## config.mk

```make
export PLATFORM = sky130hd
export DESIGN_NAME = cms_supervisor
export DESIGN_NICKNAME = d
export VERILOG_FILES = /design/src/include/cms_pkg.sv /design/src/rtl/cms_supervisor.sv
export VERILOG_INCLUDE_DIRS = /design/src /design/src/include
export SDC_FILE = /design/constraint.sdc
export NUM_CORES = 1
export LEC_CHECK = 0
export ABC_CLOCK_PERIOD_IN_PS = 2570
export BUFFER_PORTS_ARGS = -buffer_cell sky130_fd_sc_hd__buf_2
export CAP_MARGIN = 10
export CORE_MARGIN = 8
export CORE_UTILIZATION = 35
export CTS_CLUSTER_SIZE = 10
export DETAILED_ROUTE_END_ITERATION = 10
export PLACE_DENSITY = 0.62
export SYNTH_ARGS = -nofsm -noshare
export SYNTH_HDL_FRONTEND = slang
export SYNTH_SLANG_ARGS = --single-unit
```

## constraint.sdc

```tcl
create_clock -name aclk -period 2.57 [get_ports aclk]
set_input_delay 0.771 -clock aclk [delete_from_list [all_inputs] [get_ports aclk]]
set_output_delay 0.771 -clock aclk [all_outputs]
set_load 0.02 [all_outputs]
```

## src/include/cms_map.svh

```systemverilog
// Constants for the charge mode supervisor
`ifndef CMS_MAP_SVH
`define CMS_MAP_SVH
`define CMS_ADDR_CTRL 4'h0
`define CMS_ADDR_STAT 4'h4
`define CMS_ADDR_LIMIT 4'h8
`define CMS_ADDR_MINUTES 4'hC
`define CMS_CTRL_RESET 32'h0000_0000
`define CMS_STAT_FAST_BIT 0
`define CMS_STAT_TIMER_BIT 1
`define CMS_STAT_HOT_BIT 2
`define CMS_STAT_FULL_BIT 4
`define CMS_STAT_EXPIRED_BIT 3
`define CMS_STAT_SLOPE_BIT 5
`define CMS_HOLDOFF_S 160
`define CMS_LIM_111 9'd283
`define CMS_LIM_110 9'd247
`define CMS_LIM_101 9'd212
`define CMS_LIM_100 9'd177
`define CMS_LIM_011 9'd141
`define CMS_LIM_010 9'd106
`define CMS_LIM_001 9'd71
`define CMS_LIM_NONE 9'd0
`define CMS_RESP_OKAY 2'b00
`define CMS_RESP_SLVERR 2'b10
`endif

```

## src/include/cms_pkg.sv

```systemverilog
// Types for the charge mode supervisor
package cms_pkg;
  typedef struct packed {
    logic below_window;
    logic above_window;
    logic cold;
    logic hot;
    logic uvlo;
    logic slope_event;
    logic holdoff_done;
    logic timer_expired;
  } cms_cond_t;
  typedef struct packed {
    logic lower;
    logic thermistor;
    logic upper;
  } cms_prog_t;
  typedef enum logic [1:0] {CMS_RD_IDLE, CMS_RD_RESP} cms_rd_state_t;
endpackage

```

## src/rtl/cms_supervisor.sv

```systemverilog
// Fast/trickle mode supervisor with AXI4-Lite status and control
`timescale 1ns/10ps
`include "cms_map.svh"
module cms_supervisor (
  // Clock and reset
  input wire logic aclk,
  input wire logic aresetn,
  // Condition flags from comparators and timer (asynchronous)
  input wire cms_pkg::cms_cond_t cond_in,
  // Programming inputs above select threshold (asynchronous)
  input wire cms_pkg::cms_prog_t prog_above_in,
  // Fast/trickle open-collector pin, active low
  output logic fast_trickle_n_o,
  output logic fast_trickle_n_oe,
  // Reset pulse and hold to backup timer
  output logic timer_reset,
  output logic timer_enable,
  output logic [8:0] timer_limit_min,
  // AXI4-Lite slave
  input wire logic [3:0] s_axi_awaddr,
  input wire logic s_axi_awvalid,
  output logic s_axi_awready,
  input wire logic [31:0] s_axi_wdata,
  input wire logic [3:0] s_axi_wstrb,
  input wire logic s_axi_wvalid,
  output logic s_axi_wready,
  output logic [1:0] s_axi_bresp,
  output logic s_axi_bvalid,
  input wire logic s_axi_bready,
  input wire logic [3:0] s_axi_araddr,
  input wire logic s_axi_arvalid,
  output logic s_axi_arready,
  output logic [31:0] s_axi_rdata,
  output logic [1:0] s_axi_rresp,
  output logic s_axi_rvalid,
  input wire logic s_axi_rready
);

  // ----------------------------------------------------------------
  // Input synchronisers
  // ----------------------------------------------------------------
  cms_pkg::cms_cond_t cond_s1, cond;
  cms_pkg::cms_prog_t prog_s1, prog;
  // Two stages on every pin; a slope pulse must span a whole cycle
  always_ff @(posedge aclk) begin
    if (!aresetn) begin
      cond_s1 <= '0;
      cond <= '0;
      prog_s1 <= '0;
      prog <= '0;
    end else begin
      cond_s1 <= cond_in;
      cond <= cond_s1;
      prog_s1 <= prog_above_in;
      prog <= prog_s1;
    end
  end

  // ----------------------------------------------------------------
  // Mode select and limit decode
  // ----------------------------------------------------------------
  // temperature mode when no input high
  // timer mode when any input high
  wire timer_mode = prog.lower | prog.thermistor | prog.upper;
  wire [2:0] prog_code = {prog.lower, prog.thermistor, prog.upper};
  logic [8:0] limit_dec;
  always_comb begin
    case (prog_code)
      3'b111: limit_dec = `CMS_LIM_111;
      3'b110: limit_dec = `CMS_LIM_110;
      3'b101: limit_dec = `CMS_LIM_101;
      3'b100: limit_dec = `CMS_LIM_100;
      3'b011: limit_dec = `CMS_LIM_011;
      3'b010: limit_dec = `CMS_LIM_010;
      3'b001: limit_dec = `CMS_LIM_001;
      default: limit_dec = `CMS_LIM_NONE;
    endcase
  end

  // ----------------------------------------------------------------
  // Reset pulse and latches
  // ----------------------------------------------------------------
  logic in_window_q, uvlo_q, over_temp, full_latch, expired_latch, slope_pend;
  logic ctrl_clear;
  wire in_window = !cond.below_window && !cond.above_window;
  wire window_entry = in_window && !in_window_q;
  // pulse on window entry, supply recovery or software clear
  wire reset_pulse = window_entry || (uvlo_q && !cond.uvlo) || ctrl_clear;
  wire latch_clr = reset_pulse || cond.uvlo;
  // hot sets latch only in temperature mode
  wire hot_set = !timer_mode && cond.hot;
  // second slope event after holdoff, sense in window
  wire slope_seen = in_window && cond.holdoff_done && cond.slope_event;
  wire slope_full = slope_seen && slope_pend;
  wire exp_set = timer_mode && cond.timer_expired;
  // in temperature mode, cold forces trickle only while asserted
  wire cold_hold = !timer_mode && cond.cold;
  // fast only when every condition is good
  wire next_fast = in_window && !cond.uvlo && !cold_hold && !over_temp && !hot_set
    && !full_latch && !expired_latch;

  always_ff @(posedge aclk) begin
    if (!aresetn) begin
      in_window_q <= 1'b1;
      uvlo_q <= 1'b0;
      over_temp <= 1'b0;
      full_latch <= 1'b0;
      expired_latch <= 1'b0;
      slope_pend <= 1'b0;
    end else begin
      in_window_q <= in_window;
      uvlo_q <= cond.uvlo;
      // hot set wins; clear otherwise on pulse or lockout
      over_temp <= hot_set || (over_temp && !latch_clr);
      full_latch <= slope_full || (full_latch && !reset_pulse);
      expired_latch <= exp_set || (expired_latch && !latch_clr);
      // a fresh event wins over a clear in the same cycle
      if (slope_seen)
        slope_pend <= 1'b1;
      // below window clears pending slope event
      else if (cond.below_window || reset_pulse)
        slope_pend <= 1'b0;
    end
  end

  // ----------------------------------------------------------------
  // Outputs
  // ----------------------------------------------------------------
  always_ff @(posedge aclk) begin
    if (!aresetn) begin
      fast_trickle_n_o <= 1'b0;
      fast_trickle_n_oe <= 1'b0;
      timer_reset <= 1'b1;
      timer_enable <= 1'b0;
      timer_limit_min <= `CMS_LIM_NONE;
    end else begin
      // pull low for trickle, release for fast
      // Data stays low; only the enable moves, as on an open-collector pin
      fast_trickle_n_o <= 1'b0;
      fast_trickle_n_oe <= !next_fast;
      // lockout and pulses reset the timer
      timer_reset <= latch_clr;
      // timer held off in temperature mode
      timer_enable <= timer_mode && !cond.uvlo;
      timer_limit_min <= limit_dec;
    end
  end

  // ----------------------------------------------------------------
  // AXI4-Lite slave
  // ----------------------------------------------------------------
  // Writes to control bit 0 issue a software reset pulse; it cannot mask hardware sets.
  // Data bit kept until the address arrives, so either order works
  logic aw_got, w_got, w_bit0;
  logic [3:0] aw_addr;
  logic [31:0] stat_word;
  wire do_write = aw_got && w_got && !s_axi_bvalid;
  wire wr_ctrl = aw_addr == `CMS_ADDR_CTRL;
  // Status fields placed by the map so software and logic agree
  always_comb begin
    stat_word = 32'h0000_0000;
    stat_word[`CMS_STAT_FAST_BIT] = !fast_trickle_n_oe;
    stat_word[`CMS_STAT_TIMER_BIT] = timer_mode;
    stat_word[`CMS_STAT_HOT_BIT] = over_temp;
    stat_word[`CMS_STAT_EXPIRED_BIT] = expired_latch;
    stat_word[`CMS_STAT_FULL_BIT] = full_latch;
    stat_word[`CMS_STAT_SLOPE_BIT] = slope_pend;
  end
  wire rd_ok = s_axi_araddr == `CMS_ADDR_STAT || s_axi_araddr == `CMS_ADDR_CTRL
    || s_axi_araddr == `CMS_ADDR_MINUTES;
  wire [31:0] rd_word = s_axi_araddr == `CMS_ADDR_STAT ? stat_word :
    s_axi_araddr == `CMS_ADDR_MINUTES ? {23'h0, timer_limit_min} : 32'h0000_0000;

  always_ff @(posedge aclk) begin
    if (!aresetn) begin
      aw_got <= 1'b0;
      w_got <= 1'b0;
      aw_addr <= 4'h0;
      ctrl_clear <= 1'b0;
      w_bit0 <= 1'b0;
      s_axi_awready <= 1'b1;
      s_axi_wready <= 1'b1;
      s_axi_bvalid <= 1'b0;
      s_axi_bresp <= `CMS_RESP_OKAY;
      s_axi_arready <= 1'b1;
      s_axi_rvalid <= 1'b0;
      s_axi_rdata <= 32'h0000_0000;
      s_axi_rresp <= `CMS_RESP_OKAY;
    end else begin
      ctrl_clear <= 1'b0;
      if (s_axi_awvalid && s_axi_awready) begin
        aw_got <= 1'b1;
        aw_addr <= s_axi_awaddr;
        s_axi_awready <= 1'b0;
      end
      if (s_axi_wvalid && s_axi_wready) begin
        w_got <= 1'b1;
        w_bit0 <= s_axi_wstrb[0] && s_axi_wdata[0];
        s_axi_wready <= 1'b0;
      end
      if (do_write) begin
        s_axi_bvalid <= 1'b1;
        s_axi_bresp <= wr_ctrl ? `CMS_RESP_OKAY : `CMS_RESP_SLVERR;
        ctrl_clear <= wr_ctrl && w_bit0;
        aw_got <= 1'b0;
        w_got <= 1'b0;
      end
      if (s_axi_bvalid && s_axi_bready) begin
        s_axi_bvalid <= 1'b0;
        s_axi_awready <= 1'b1;
        s_axi_wready <= 1'b1;
      end
      if (s_axi_arvalid && s_axi_arready) begin
        s_axi_arready <= 1'b0;
        s_axi_rvalid <= 1'b1;
        s_axi_rdata <= rd_word;
        s_axi_rresp <= rd_ok ? `CMS_RESP_OKAY : `CMS_RESP_SLVERR;
      end
      if (s_axi_rvalid && s_axi_rready) begin
        s_axi_rvalid <= 1'b0;
        s_axi_arready <= 1'b1;
      end
    end
  end

  // ----------------------------------------------------------------
  // Checks
  // ----------------------------------------------------------------
  hot_latch_a: assert property (@(posedge aclk) disable iff (!aresetn)
    hot_set |=> over_temp) else $error("hot flag did not set latch");
  latch_hold_a: assert property (@(posedge aclk) disable iff (!aresetn)
    over_temp && !latch_clr |=> over_temp) else $error("latch cleared without pulse");
  window_trickle_a: assert property (@(posedge aclk) disable iff (!aresetn)
    !in_window |=> fast_trickle_n_oe) else $error("out of window not trickle");
  entry_pulse_a: assert property (@(posedge aclk) disable iff (!aresetn)
    window_entry |=> timer_reset) else $error("no reset on window entry");
  uvlo_hold_a: assert property (@(posedge aclk) disable iff (!aresetn)
    cond.uvlo |=> fast_trickle_n_oe && timer_reset) else $error("lockout not held");
  expiry_latch_a: assert property (@(posedge aclk) disable iff (!aresetn)
    exp_set |=> expired_latch) else $error("expiry not latched");
  full_latch_a: assert property (@(posedge aclk) disable iff (!aresetn)
    slope_full |=> full_latch ##1 fast_trickle_n_oe) else $error("full charge not latched");
  slope_clear_a: assert property (@(posedge aclk) disable iff (!aresetn)
    cond.below_window |=> !slope_pend) else $error("slope event not cleared");
  temp_timer_off_a: assert property (@(posedge aclk) disable iff (!aresetn)
    !timer_mode |=> !timer_enable) else $error("timer enabled in temperature mode");
  temp_limit_a: assert property (@(posedge aclk) disable iff (!aresetn)
    !timer_mode |=> timer_limit_min == `CMS_LIM_NONE) else $error("limit set in temperature mode");
  timer_on_a: assert property (@(posedge aclk) disable iff (!aresetn)
    timer_mode && !cond.uvlo |=> timer_enable) else $error("timer not enabled in timer mode");
  cold_trickle_a: assert property (@(posedge aclk) disable iff (!aresetn)
    cold_hold |=> fast_trickle_n_oe) else $error("cold flag did not force trickle");
  hot_trickle_a: assert property (@(posedge aclk) disable iff (!aresetn)
    over_temp |=> fast_trickle_n_oe) else $error("over temperature not trickle");
  supply_pulse_a: assert property (@(posedge aclk) disable iff (!aresetn)
    uvlo_q && !cond.uvlo |=> timer_reset) else $error("no reset on supply recovery");
  full_hold_a: assert property (@(posedge aclk) disable iff (!aresetn)
    full_latch && !reset_pulse |=> full_latch) else $error("full latch released early");
  slope_pend_a: assert property (@(posedge aclk) disable iff (!aresetn)
    slope_seen |=> slope_pend) else $error("slope event not held");
  expiry_hold_a: assert property (@(posedge aclk) disable iff (!aresetn)
    expired_latch && !latch_clr |=> expired_latch) else $error("expiry released early");
  uvlo_timer_off_a: assert property (@(posedge aclk) disable iff (!aresetn)
    cond.uvlo |=> !timer_enable) else $error("timer enabled in lockout");
  fast_good_a: assert property (@(posedge aclk) disable iff (!aresetn)
    !fast_trickle_n_oe |-> $past(in_window) && !$past(cond.uvlo) && !$past(expired_latch)
    && !$past(over_temp)) else $error("fast without good conditions");
  limit_max_a: assert property (@(posedge aclk) disable iff (!aresetn)
    prog_code == 3'b111 |=> timer_limit_min == `CMS_LIM_111) else $error("top limit wrong");

  // ----------------------------------------------------------------
  // Bus checks
  // ----------------------------------------------------------------
  sw_pulse_a: assert property (@(posedge aclk) disable iff (!aresetn)
    ctrl_clear |=> timer_reset) else $error("software clear gave no pulse");
  write_resp_a: assert property (@(posedge aclk) disable iff (!aresetn)
    do_write |=> s_axi_bvalid) else $error("write response missing");
  write_busy_a: assert property (@(posedge aclk) disable iff (!aresetn)
    s_axi_bvalid |-> !s_axi_awready && !s_axi_wready) else $error("write taken while busy");
  read_busy_a: assert property (@(posedge aclk) disable iff (!aresetn)
    s_axi_rvalid |-> !s_axi_arready) else $error("read taken while busy");
endmodule

```

After elaboration in Yosys (flattened, before gate mapping)
Cells that the tools add are included.

Output and inout port bits: 54. Input bits: 62. Bits in latches: 0. Memory bits (writable): 0. Logic and storage cells: 123. Memories kept: 0. Bits in registers: 89. Bits in read-only memories: 0.

Equal/unequal tests: 9. Magnitude comparators: 0. $add $sub $neg: 0. Bitwise logic cells: 3. Divide/modulo/power cells: 0. Shift operators: 0. Muxes and demuxes: 7. Multiply operators: 0. Reduce and logical (&&, ||, !) cells: 59.

Operators with widths (number): one-hot mux 9 bit (7 select lines) (1); logical AND 1 bit (28); two-way mux 9 bit (2); zero test 1 bit (15); equality test 3 bit, second input constant (4); logical OR 1 bit (9); zero test 4 bit (2); equality test 3 x 2 -> 1 bit, second input constant (2); OR reduction 2 bit (3); equality test 4 x 3 -> 1 bit, second input constant (1); equality test 4 bit, second input constant (1); two-way mux 2 bit (2); equality test 3 x 1 -> 1 bit, second input constant (1); two-way mux 1 bit (2); bitwise OR 1 bit (2); AND reduction 2 bit (1); nonzero test 2 bit (1); NOT 1 bit (1).

Longest topological paths before layout
Gate-level depths: netlist of the first run.

Depth after elaboration: 11. Mapped depth: 5. Depth with buffers taken out: 3.

Least setup slack after synthesis of the first run
Ideal clock, no wire load.

Kind: input to register. From: input port s_axi_arvalid. To: register s_axi_rresp[1]. Data required time: 2.449 ns. Stages on the path: 5. Setup slack: 1.073 ns. Arrival time: 1.375 ns. Path buffers: 2. Cells stage by stage: and2_1 > buf_2 > buf_2 > o21ai_0 > a21oi_1.

Word-level cells in the longest chain between the ends: 1.

Ends and longest elaborated chain: start, declared (RTL line cms_supervisor.sv:31) `input wire logic s_axi_arvalid,`; logical AND 1 bit (RTL line cms_supervisor.sv:213) `if (s_axi_arvalid && s_axi_arready) begin`; end signal, assigned (RTL line cms_supervisor.sv:188) `` s_axi_rresp <= `CMS_RESP_OKAY; ``; end signal, assigned (RTL line cms_supervisor.sv:217) `` s_axi_rresp <= rd_ok ? `CMS_RESP_OKAY : `CMS_RESP_SLVERR; ``; end, declared (RTL line cms_supervisor.sv:34) `output logic [1:0] s_axi_rresp,`.

Every way passes these cells. A chain may end at the register's enable or synchronous reset.

Worst setup path after layout of the first run
From: register s_axi_awready. To: output port s_axi_awready.

RTL lines: start, declared (RTL line cms_supervisor.sv:22) `output logic s_axi_awready,`; start signal, assigned (RTL line cms_supervisor.sv:181) `s_axi_awready <= 1'b1;`; start signal, assigned (RTL line cms_supervisor.sv:194) `s_axi_awready <= 1'b0;`; start signal, assigned (RTL line cms_supervisor.sv:210) `s_axi_awready <= 1'b1;`.

No word-level cell between the ends.

==> impl_metrics.csv, run 1 <==
group,metric,value,unit
run_status,status,"completed",
sta,setup_tns,0,ns
worst_setup_path,reg2reg_to,"s_axi_rdata[0]",
logic_synthesis,synth_cell_types,38,
logic_synthesis,syn_inst,252,
worst_setup_path,worst-path-max-fanout,8,
logic_synthesis,yosys_warnings,0,
worst_setup_path,endpoint,"s_axi_awready",
pwr,p_per_area,760,nW/um2
sta,finalClockSkew,0.00754,ns
worst_setup_path,crit_chain,"buf_2",
clock_tree,cts_buffer_depth,2,
grt,overflow,0,
logic_synthesis,synth.most_common_cell,"dfxtp_1",
worst_setup_path,worst_r2r_path_depth,3,
drt,wl_per_cell,12.5,um
sta,min_period,1.77,ns
drt,drt-met1-wl,2250,um
grt,grt_pass1_vias,1748,
die,ios,116,
worst_setup_path,path_class,"reg2out",
worst_setup_path,worst-path-buf-inv,1,
worst_setup_path,crit_arrival,1.00,ns
drt,drt_iter0_drc,73,
sta,rsz0062_at_grt,"no",
logic_synthesis,synth.top_cells.by_count,"64 x dfxtp_1, 27 x buf_4, 25 x and2_1",
clock_tree,clk_pin_slew,0.07,ns
die,die_w,98.6,um
logic_synthesis,synth.avg_cell_area,9.48,um2
worst_setup_path,start_kind,"flop",
sta,timing.fmax,566,MHz
drt,ant_nets,0,
sta,worstMarginPinSlew,0.540,ns
clock_tree,ctsResizeCount,0,
logic_synthesis,synth-edff-count,0,
clock_tree,postCtsSetupBuffers,0,
sta,fin_crit_sh,68.8,%
pwr,vdd_drop_max,0.000342,V
die,die_y,98.6,um
placed_design,place_congestion,0.780,
worst_setup_path,critical-path-max-stage-delay,0.45,ns
worst_setup_path,path_depth,1,
logic_synthesis,synth_area,2390,um2
clock_tree,cts_buffers,9,
clock_tree,cts.sinks,64,
min_path,hp-class,"reg2reg",
worst_setup_path,endpoint_kind,"output pin",
drt,num_vias,1717,
die,rows,30,
finish,final_layout_size_suffix_gt1_share,25.0,%
drt,wl_met2,2220,um
flow_run,max-cap-violations,0,
worst_setup_path,cp_top_family,"flip-flops",
drt,routed-wl-met3,404,um
worst_setup_path,r2r_slack,1.24,ns
drt,drc,0,
drt,wirelength,4910,um
worst_setup_path,slowest_stage,"dfxtp_1",
grt,antenna_found_initial,0,
sta,finalSetupViolCount,0,
logic_synthesis,ys_seq_elements,64,
sta,drv_slew,0,
clock_tree,cts_tree,"yes",
clock_tree,hold_buffers,0,
logic_synthesis,ys.flop_type,"dfxtp_1",
logic_synthesis,synth_top_area_cell,"dfxtp_1",
finish,diodes,0,
die,fp.coreArea,6680,um2
drt,top_layer,"met4",
drt,drt_pass1_iterations,4,
sta,slew_headroom,63.6,%
drt,vias_per_cell,4.38,
placed_design,io_buffers,55,
worst_setup_path,regToRegStartpoint,"s_axi_arready",
die,initial_utilization,35.7,%
pwr,p_leak,1.27,nW
grt,grt_pass1_wl,8250,um
finish,final_core_util,42.3,%
finish,areaGrowthSynthToFinish,18.3,%
grt,grtUsageTotal,10.6,%
clock_tree,insertion_delay,0.33,ns
grt,grt_max_degree,25,
logic_synthesis,synth_top_area_share,53.6,%
logic_synthesis,ys_seq_area_share,53.6,%
worst_setup_path,cp-startpoint,"s_axi_awready",
sta,final_hold_viol_count,0,
clock_tree,clockRootBuffer,"clkbuf_8",
worst_setup_path,worst-endpoint-required,1.80,ns
finish,finalNetCount,369,
logic_synthesis,synthTopCellsByArea,"dfxtp_1 54%, buf_4 8.5%, and2_1 6.5%, a21oi_1 3.4%, nand2_1 3.0%",
placed_design,hpwl,3640,um
die,dieArea,9720,um2
clock_tree,htreeDepth,3,
logic_synthesis,async_reset_ff_share,0,%
[final cells by class]
class	count	area [um2]
multi-input combinational	169	926
fill	691	3850
sequential	64	1280
tap	80	100
timing repair buffer	57	290
clock inverter	5	55.1
inverter	6	22.5
clock buffer	11	151
[layout by cell type, fill, tap and decap left out, types with 2 or more instances in the layout]
cell        netlist  layout
dfxtp_1          64      64
buf_2             7      55
conb_1            1      26
and2_1           25      25
nand2_1          19      19
nor2_1           17      17
a21oi_1          16      16
o21ai_0          11      11
clkbuf_8          0      11
nand3_1           7       7
nor3_1            6       6
inv_1             6       6
mux2i_1           5       5
a211oi_1          5       5
nand4_1           5       5
nand2b_1          3       3
nor2b_1           2       2
nor4_1            2       2
xnor2_1           2       2
clkinv_2          0       2
clkinvlp_4        0       2
buf_4            27       2
[report_power, final]
part / switching [mW] / internal, mW / total (mW)
Clock: 0.379 / 0.497 / 0.876
Combinational: 0.136 / 0.0720 / 0.208
Sequential: 0.0278 / 1.04 / 1.07
Total: 0.542 / 1.61 / 2.15
[per-layer routing]
layer	GRT usage [%]	up-vias
met5	0	-
met4	5.55	0
met3	4.16	4
met2	16.3	52
met1	12.3	763
li1	-	898
[cell families (layout without fill, tap and decap cells)]
kind of cell,Yosys count,count (layout),synth area share (%)
simple gates,97,97,22.2
xor+xnor,3,3,1.10
other cells,1,26,0.157
mux,6,6,2.57
buf+inv,44,79,11.5
compound gates,37,37,8.85
flops,64,64,53.6
[how the worst min path moves through the flow]
stage | startpoint | to | slack [ns] | cells after the start
after detailed placement | cond_s1[1] | cond[1] | 0.42 | 1
after global placement | prog_s1[0] | prog[0] | 0.42 | 1
after floorplan | cond_s1[0] | cond[0] | 0.41 | 1
after CTS | prog_s1[2] | prog[2] | 0.44 | 1
after global routing | cond_s1[2] | cond[2] | 0.45 | 1
final | cond_s1[2] | cond[2] | 0.43 | 1
[flip-flops by register name, indices dropped and copies added, names as in the netlist, 3 cells and up]
name,flops
cond,8
aw_addr,4
prog,3
timer_limit_min,9
s_axi_rdata,9
cond_s1,8
prog_s1,3
[per-stage QoR]
step / cells / total power, mW / setup WS (ns) / cell area, um2 / hold slack [ns]
after floorplan: 277 / 1.26 / 1.07 / 2480 / 0.412
after global placement: 376 / 1.29 / 0.641 / 2620 / 0.416
after detailed placement: 376 / 1.30 / 0.617 / 2620 / 0.418
after CTS: 392 / 2.17 / 0.776 / 2830 / 0.436
after global routing: 392 / 2.25 / 0.733 / 2830 / 0.448
final: 392 / 2.15 / 0.802 / 2830 / 0.433
Power figures use the tool's default switching activity.
==> run 2: changes to the inputs <==
--- a/config.mk
+++ b/config.mk
@@ -6,14 +6,14 @@
 export SDC_FILE = /design/constraint.sdc
 export NUM_CORES = 1
 export LEC_CHECK = 0
-export ABC_CLOCK_PERIOD_IN_PS = 2570
+export ABC_CLOCK_PERIOD_IN_PS = 1450
 export BUFFER_PORTS_ARGS = -buffer_cell sky130_fd_sc_hd__buf_2
 export CAP_MARGIN = 10
 export CORE_MARGIN = 8
 export CORE_UTILIZATION = 35
 export CTS_CLUSTER_SIZE = 10
 export DETAILED_ROUTE_END_ITERATION = 10
-export PLACE_DENSITY = 0.62
+export PLACE_DENSITY = 0.64
 export SYNTH_ARGS = -nofsm -noshare
 export SYNTH_HDL_FRONTEND = slang
 export SYNTH_SLANG_ARGS = --single-unit
==> constraint.sdc (replaced) <==
create_clock -name aclk -period 1.45 [get_ports aclk]
set_input_delay 0.435 -clock aclk [delete_from_list [all_inputs] [get_ports aclk]]
set_output_delay 0.435 -clock aclk [all_outputs]
set_load 0.02 [all_outputs]
==> run 2 against run 1 <==
Compared with the run above: first-iteration DRC count fell by 48%; hold slack got worse by 0.12 ns; highest routed layer unchanged; die area stayed put; sequential share of layout area is 0.94 points lower; clock skew decreased by 0.0020 ns; routed wire length is 0.92% higher; worst setup slack got worse by 0.69 ns; final cell count increased by 1.5%; sequential power is 77% higher; flip-flop and latch count unchanged; clock power grew 89%; combinational power up 86%.
==> impl_metrics.csv, run 2 (same netlist as run 1, synthesis figures left out) <==
group,metric,value,unit
clock_tree,insertion_delay,0.33,ns
sta,hold_ws,0.308,ns
worst_setup_path,path_depth,1,
worst_setup_path,worst-path-buf-inv,1,
die,fp.coreArea,6680,um2
grt,grt_max_degree,31,
clock_tree,clk_pin_slew,0.07,ns
grt,grtUsageTotal,10.6,%
worst_setup_path,slowest_stage,"dfxtp_1",
sta,final_hold_viol_count,0,
finish,reg_top3,"s_axi_rdata x9, timer_limit_min x9",
sta,timing.fmax,747,MHz
die,rows,30,
worst_setup_path,endpoint_kind,"output pin",
pwr,vdd_drop_max,0.000660,V
finish,most-common-layout-cells,"64 x dfxtp_1, 55 x buf_2, 26 x conb_1",
placed_design,place_congestion,0.779,
finish,diodes,0,
worst_setup_path,critical-path-max-stage-delay,0.39,ns
sta,setup_tns,0,ns
pwr,p_leak,1.30,nW
grt,grt_pass1_wl,8180,um
grt,overflow,0,
sta,min_period,1.34,ns
worst_setup_path,path_class,"reg2out",
sta,slew_headroom,63.1,%
sta,worstMarginPinSlew,0.548,ns
clock_tree,hold_buffers,0,
sta,rsz0062_at_grt,"no",
grt,grt_pass1_vias,1693,
die,initial_utilization,35.7,%
pwr,p_per_area,1360,nW/um2
finish,instances_no_fill,398,
pwr,p_sw,945,uW
pwr,power_frac_comb,9.8,%
pwr,clockPowerShare,42.3,%
finish,regArea,1280,um2
min_path,hp-class,"in2reg",
drt,drt_iter0_drc,38,
finish,final_layout_size_suffix_gt1_share,26.1,%
drt,num_vias,1734,
clock_tree,htreeDepth,3,
sta,finalSetupViolCount,0,
min_path,holdPathStages,2,
clock_tree,cts_buffer_depth,2,
drt,drc,0,
worst_setup_path,cp_top_family,"flip-flops",
clock_tree,cts_tree,"yes",
sta,drv_slew,0,
worst_setup_path,crit_arrival,0.90,ns
clock_tree,postCtsSetupBuffers,0,
clock_tree,cts_buffers,9,
finish,areaGrowthSynthToFinish,20.8,%
pwr,p_seq_share,47.9,%
die,die_w,98.6,um
pwr,total_power,3.94,mW
die,die_y,98.6,um
finish,multi_input_area,926,um2
worst_setup_path,worst_r2r_path_depth,3,
drt,ant_nets,0,
clock_tree,cts.sinks,64,
run_status,status,"completed",
drt,vias_per_cell,4.36,
worst_setup_path,crit_chain,"buf_2",
sta,fin_crit_sh,92.4,%
drt,wl_per_cell,12.4,um
finish,final_common_cell,"dfxtp_1",
finish,fillers,660,
worst_setup_path,start_kind,"flop",
placed_design,dp.cells,382,
placed_design,io_buffers,55,
die,ios,116,
placed_design,hpwl,3710,um
die,dieArea,9720,um2
worst_setup_path,worst-endpoint-required,1.02,ns
sta,finalClockSkew,0.00557,ns
worst_setup_path,worst-path-max-fanout,5,
drt,drt_pass1_iterations,4,
flow_run,max-cap-violations,0,
pwr,switching_share,24.0,%
grt,antenna_found_initial,0,
clock_tree,clockRootBuffer,"clkbuf_8",
clock_tree,ctsResizeCount,0,
drt,wirelength,4950,um
finish,finalNetCount,375,
pwr,power.internal,2.99,mW
[run 2: changes by cell type in the layout (fill, tap and decap cells not counted)]
cell	previous run	this run
clkbuf_8	11	10
buf_4	2	8
clkbuf_1	0	1
bufinv_16	1	2
clkinv_2	2	1
[run 2: metal layers]
metal  global-route usage [%]  vias to the layer above  part of all wire, %
met1                     12.6                      769                   46
met4                     4.96                        0                  1.4
met2                     16.3                       48                   46
met5                        0                        -                    0
li1                         -                      910                    -
met3                     4.37                        7                  6.4
[run 2: power by group through the flow]
stage / clock [mW] / combinational [mW] / sequential (mW)
after floorplan: 0 / 0.272 / 1.96
after global placement: 0 / 0.381 / 1.92
after detailed placement: 0 / 0.387 / 1.93
after CTS: 1.72 / 0.388 / 1.89
after global routing: 1.81 / 0.428 / 1.90
final: 1.66 / 0.386 / 1.89
[run 2: final cells by class]
cell class / count / share of cell area, %
Sequential cell: 64 / 44.4
Multi-Input combinational cell: 169 / 32.1
Timing Repair Buffer: 63 / 11.6
Clock buffer: 11 / 4.90
Tap cell: 80 / 3.47
Clock inverter: 5 / 2.77
Inverter: 6 / 0.780
[run 2: worst paths after layout]
path	startpoint	end	slack, ns
max	s_axi_bvalid	s_axi_bvalid	0.11
min	cond_in[2]	cond_s1[2]	0.31
max reg2reg	cond[6]	timer_reset	0.23
min reg2reg	cond_s1[3]	cond[3]	0.43
[run 2: per-stage QoR]
step | util (%) | area, um2 | setup WS, ns
after floorplan | - | 2480 | 0.214
after global placement | 39.9 | 2670 | 0.0708
after detailed placement | 39.9 | 2670 | 0.0330
after CTS | 43.2 | 2890 | 0.0801
after global routing | 43.2 | 2890 | 0.0297
final | 43.2 | 2890 | 0.111
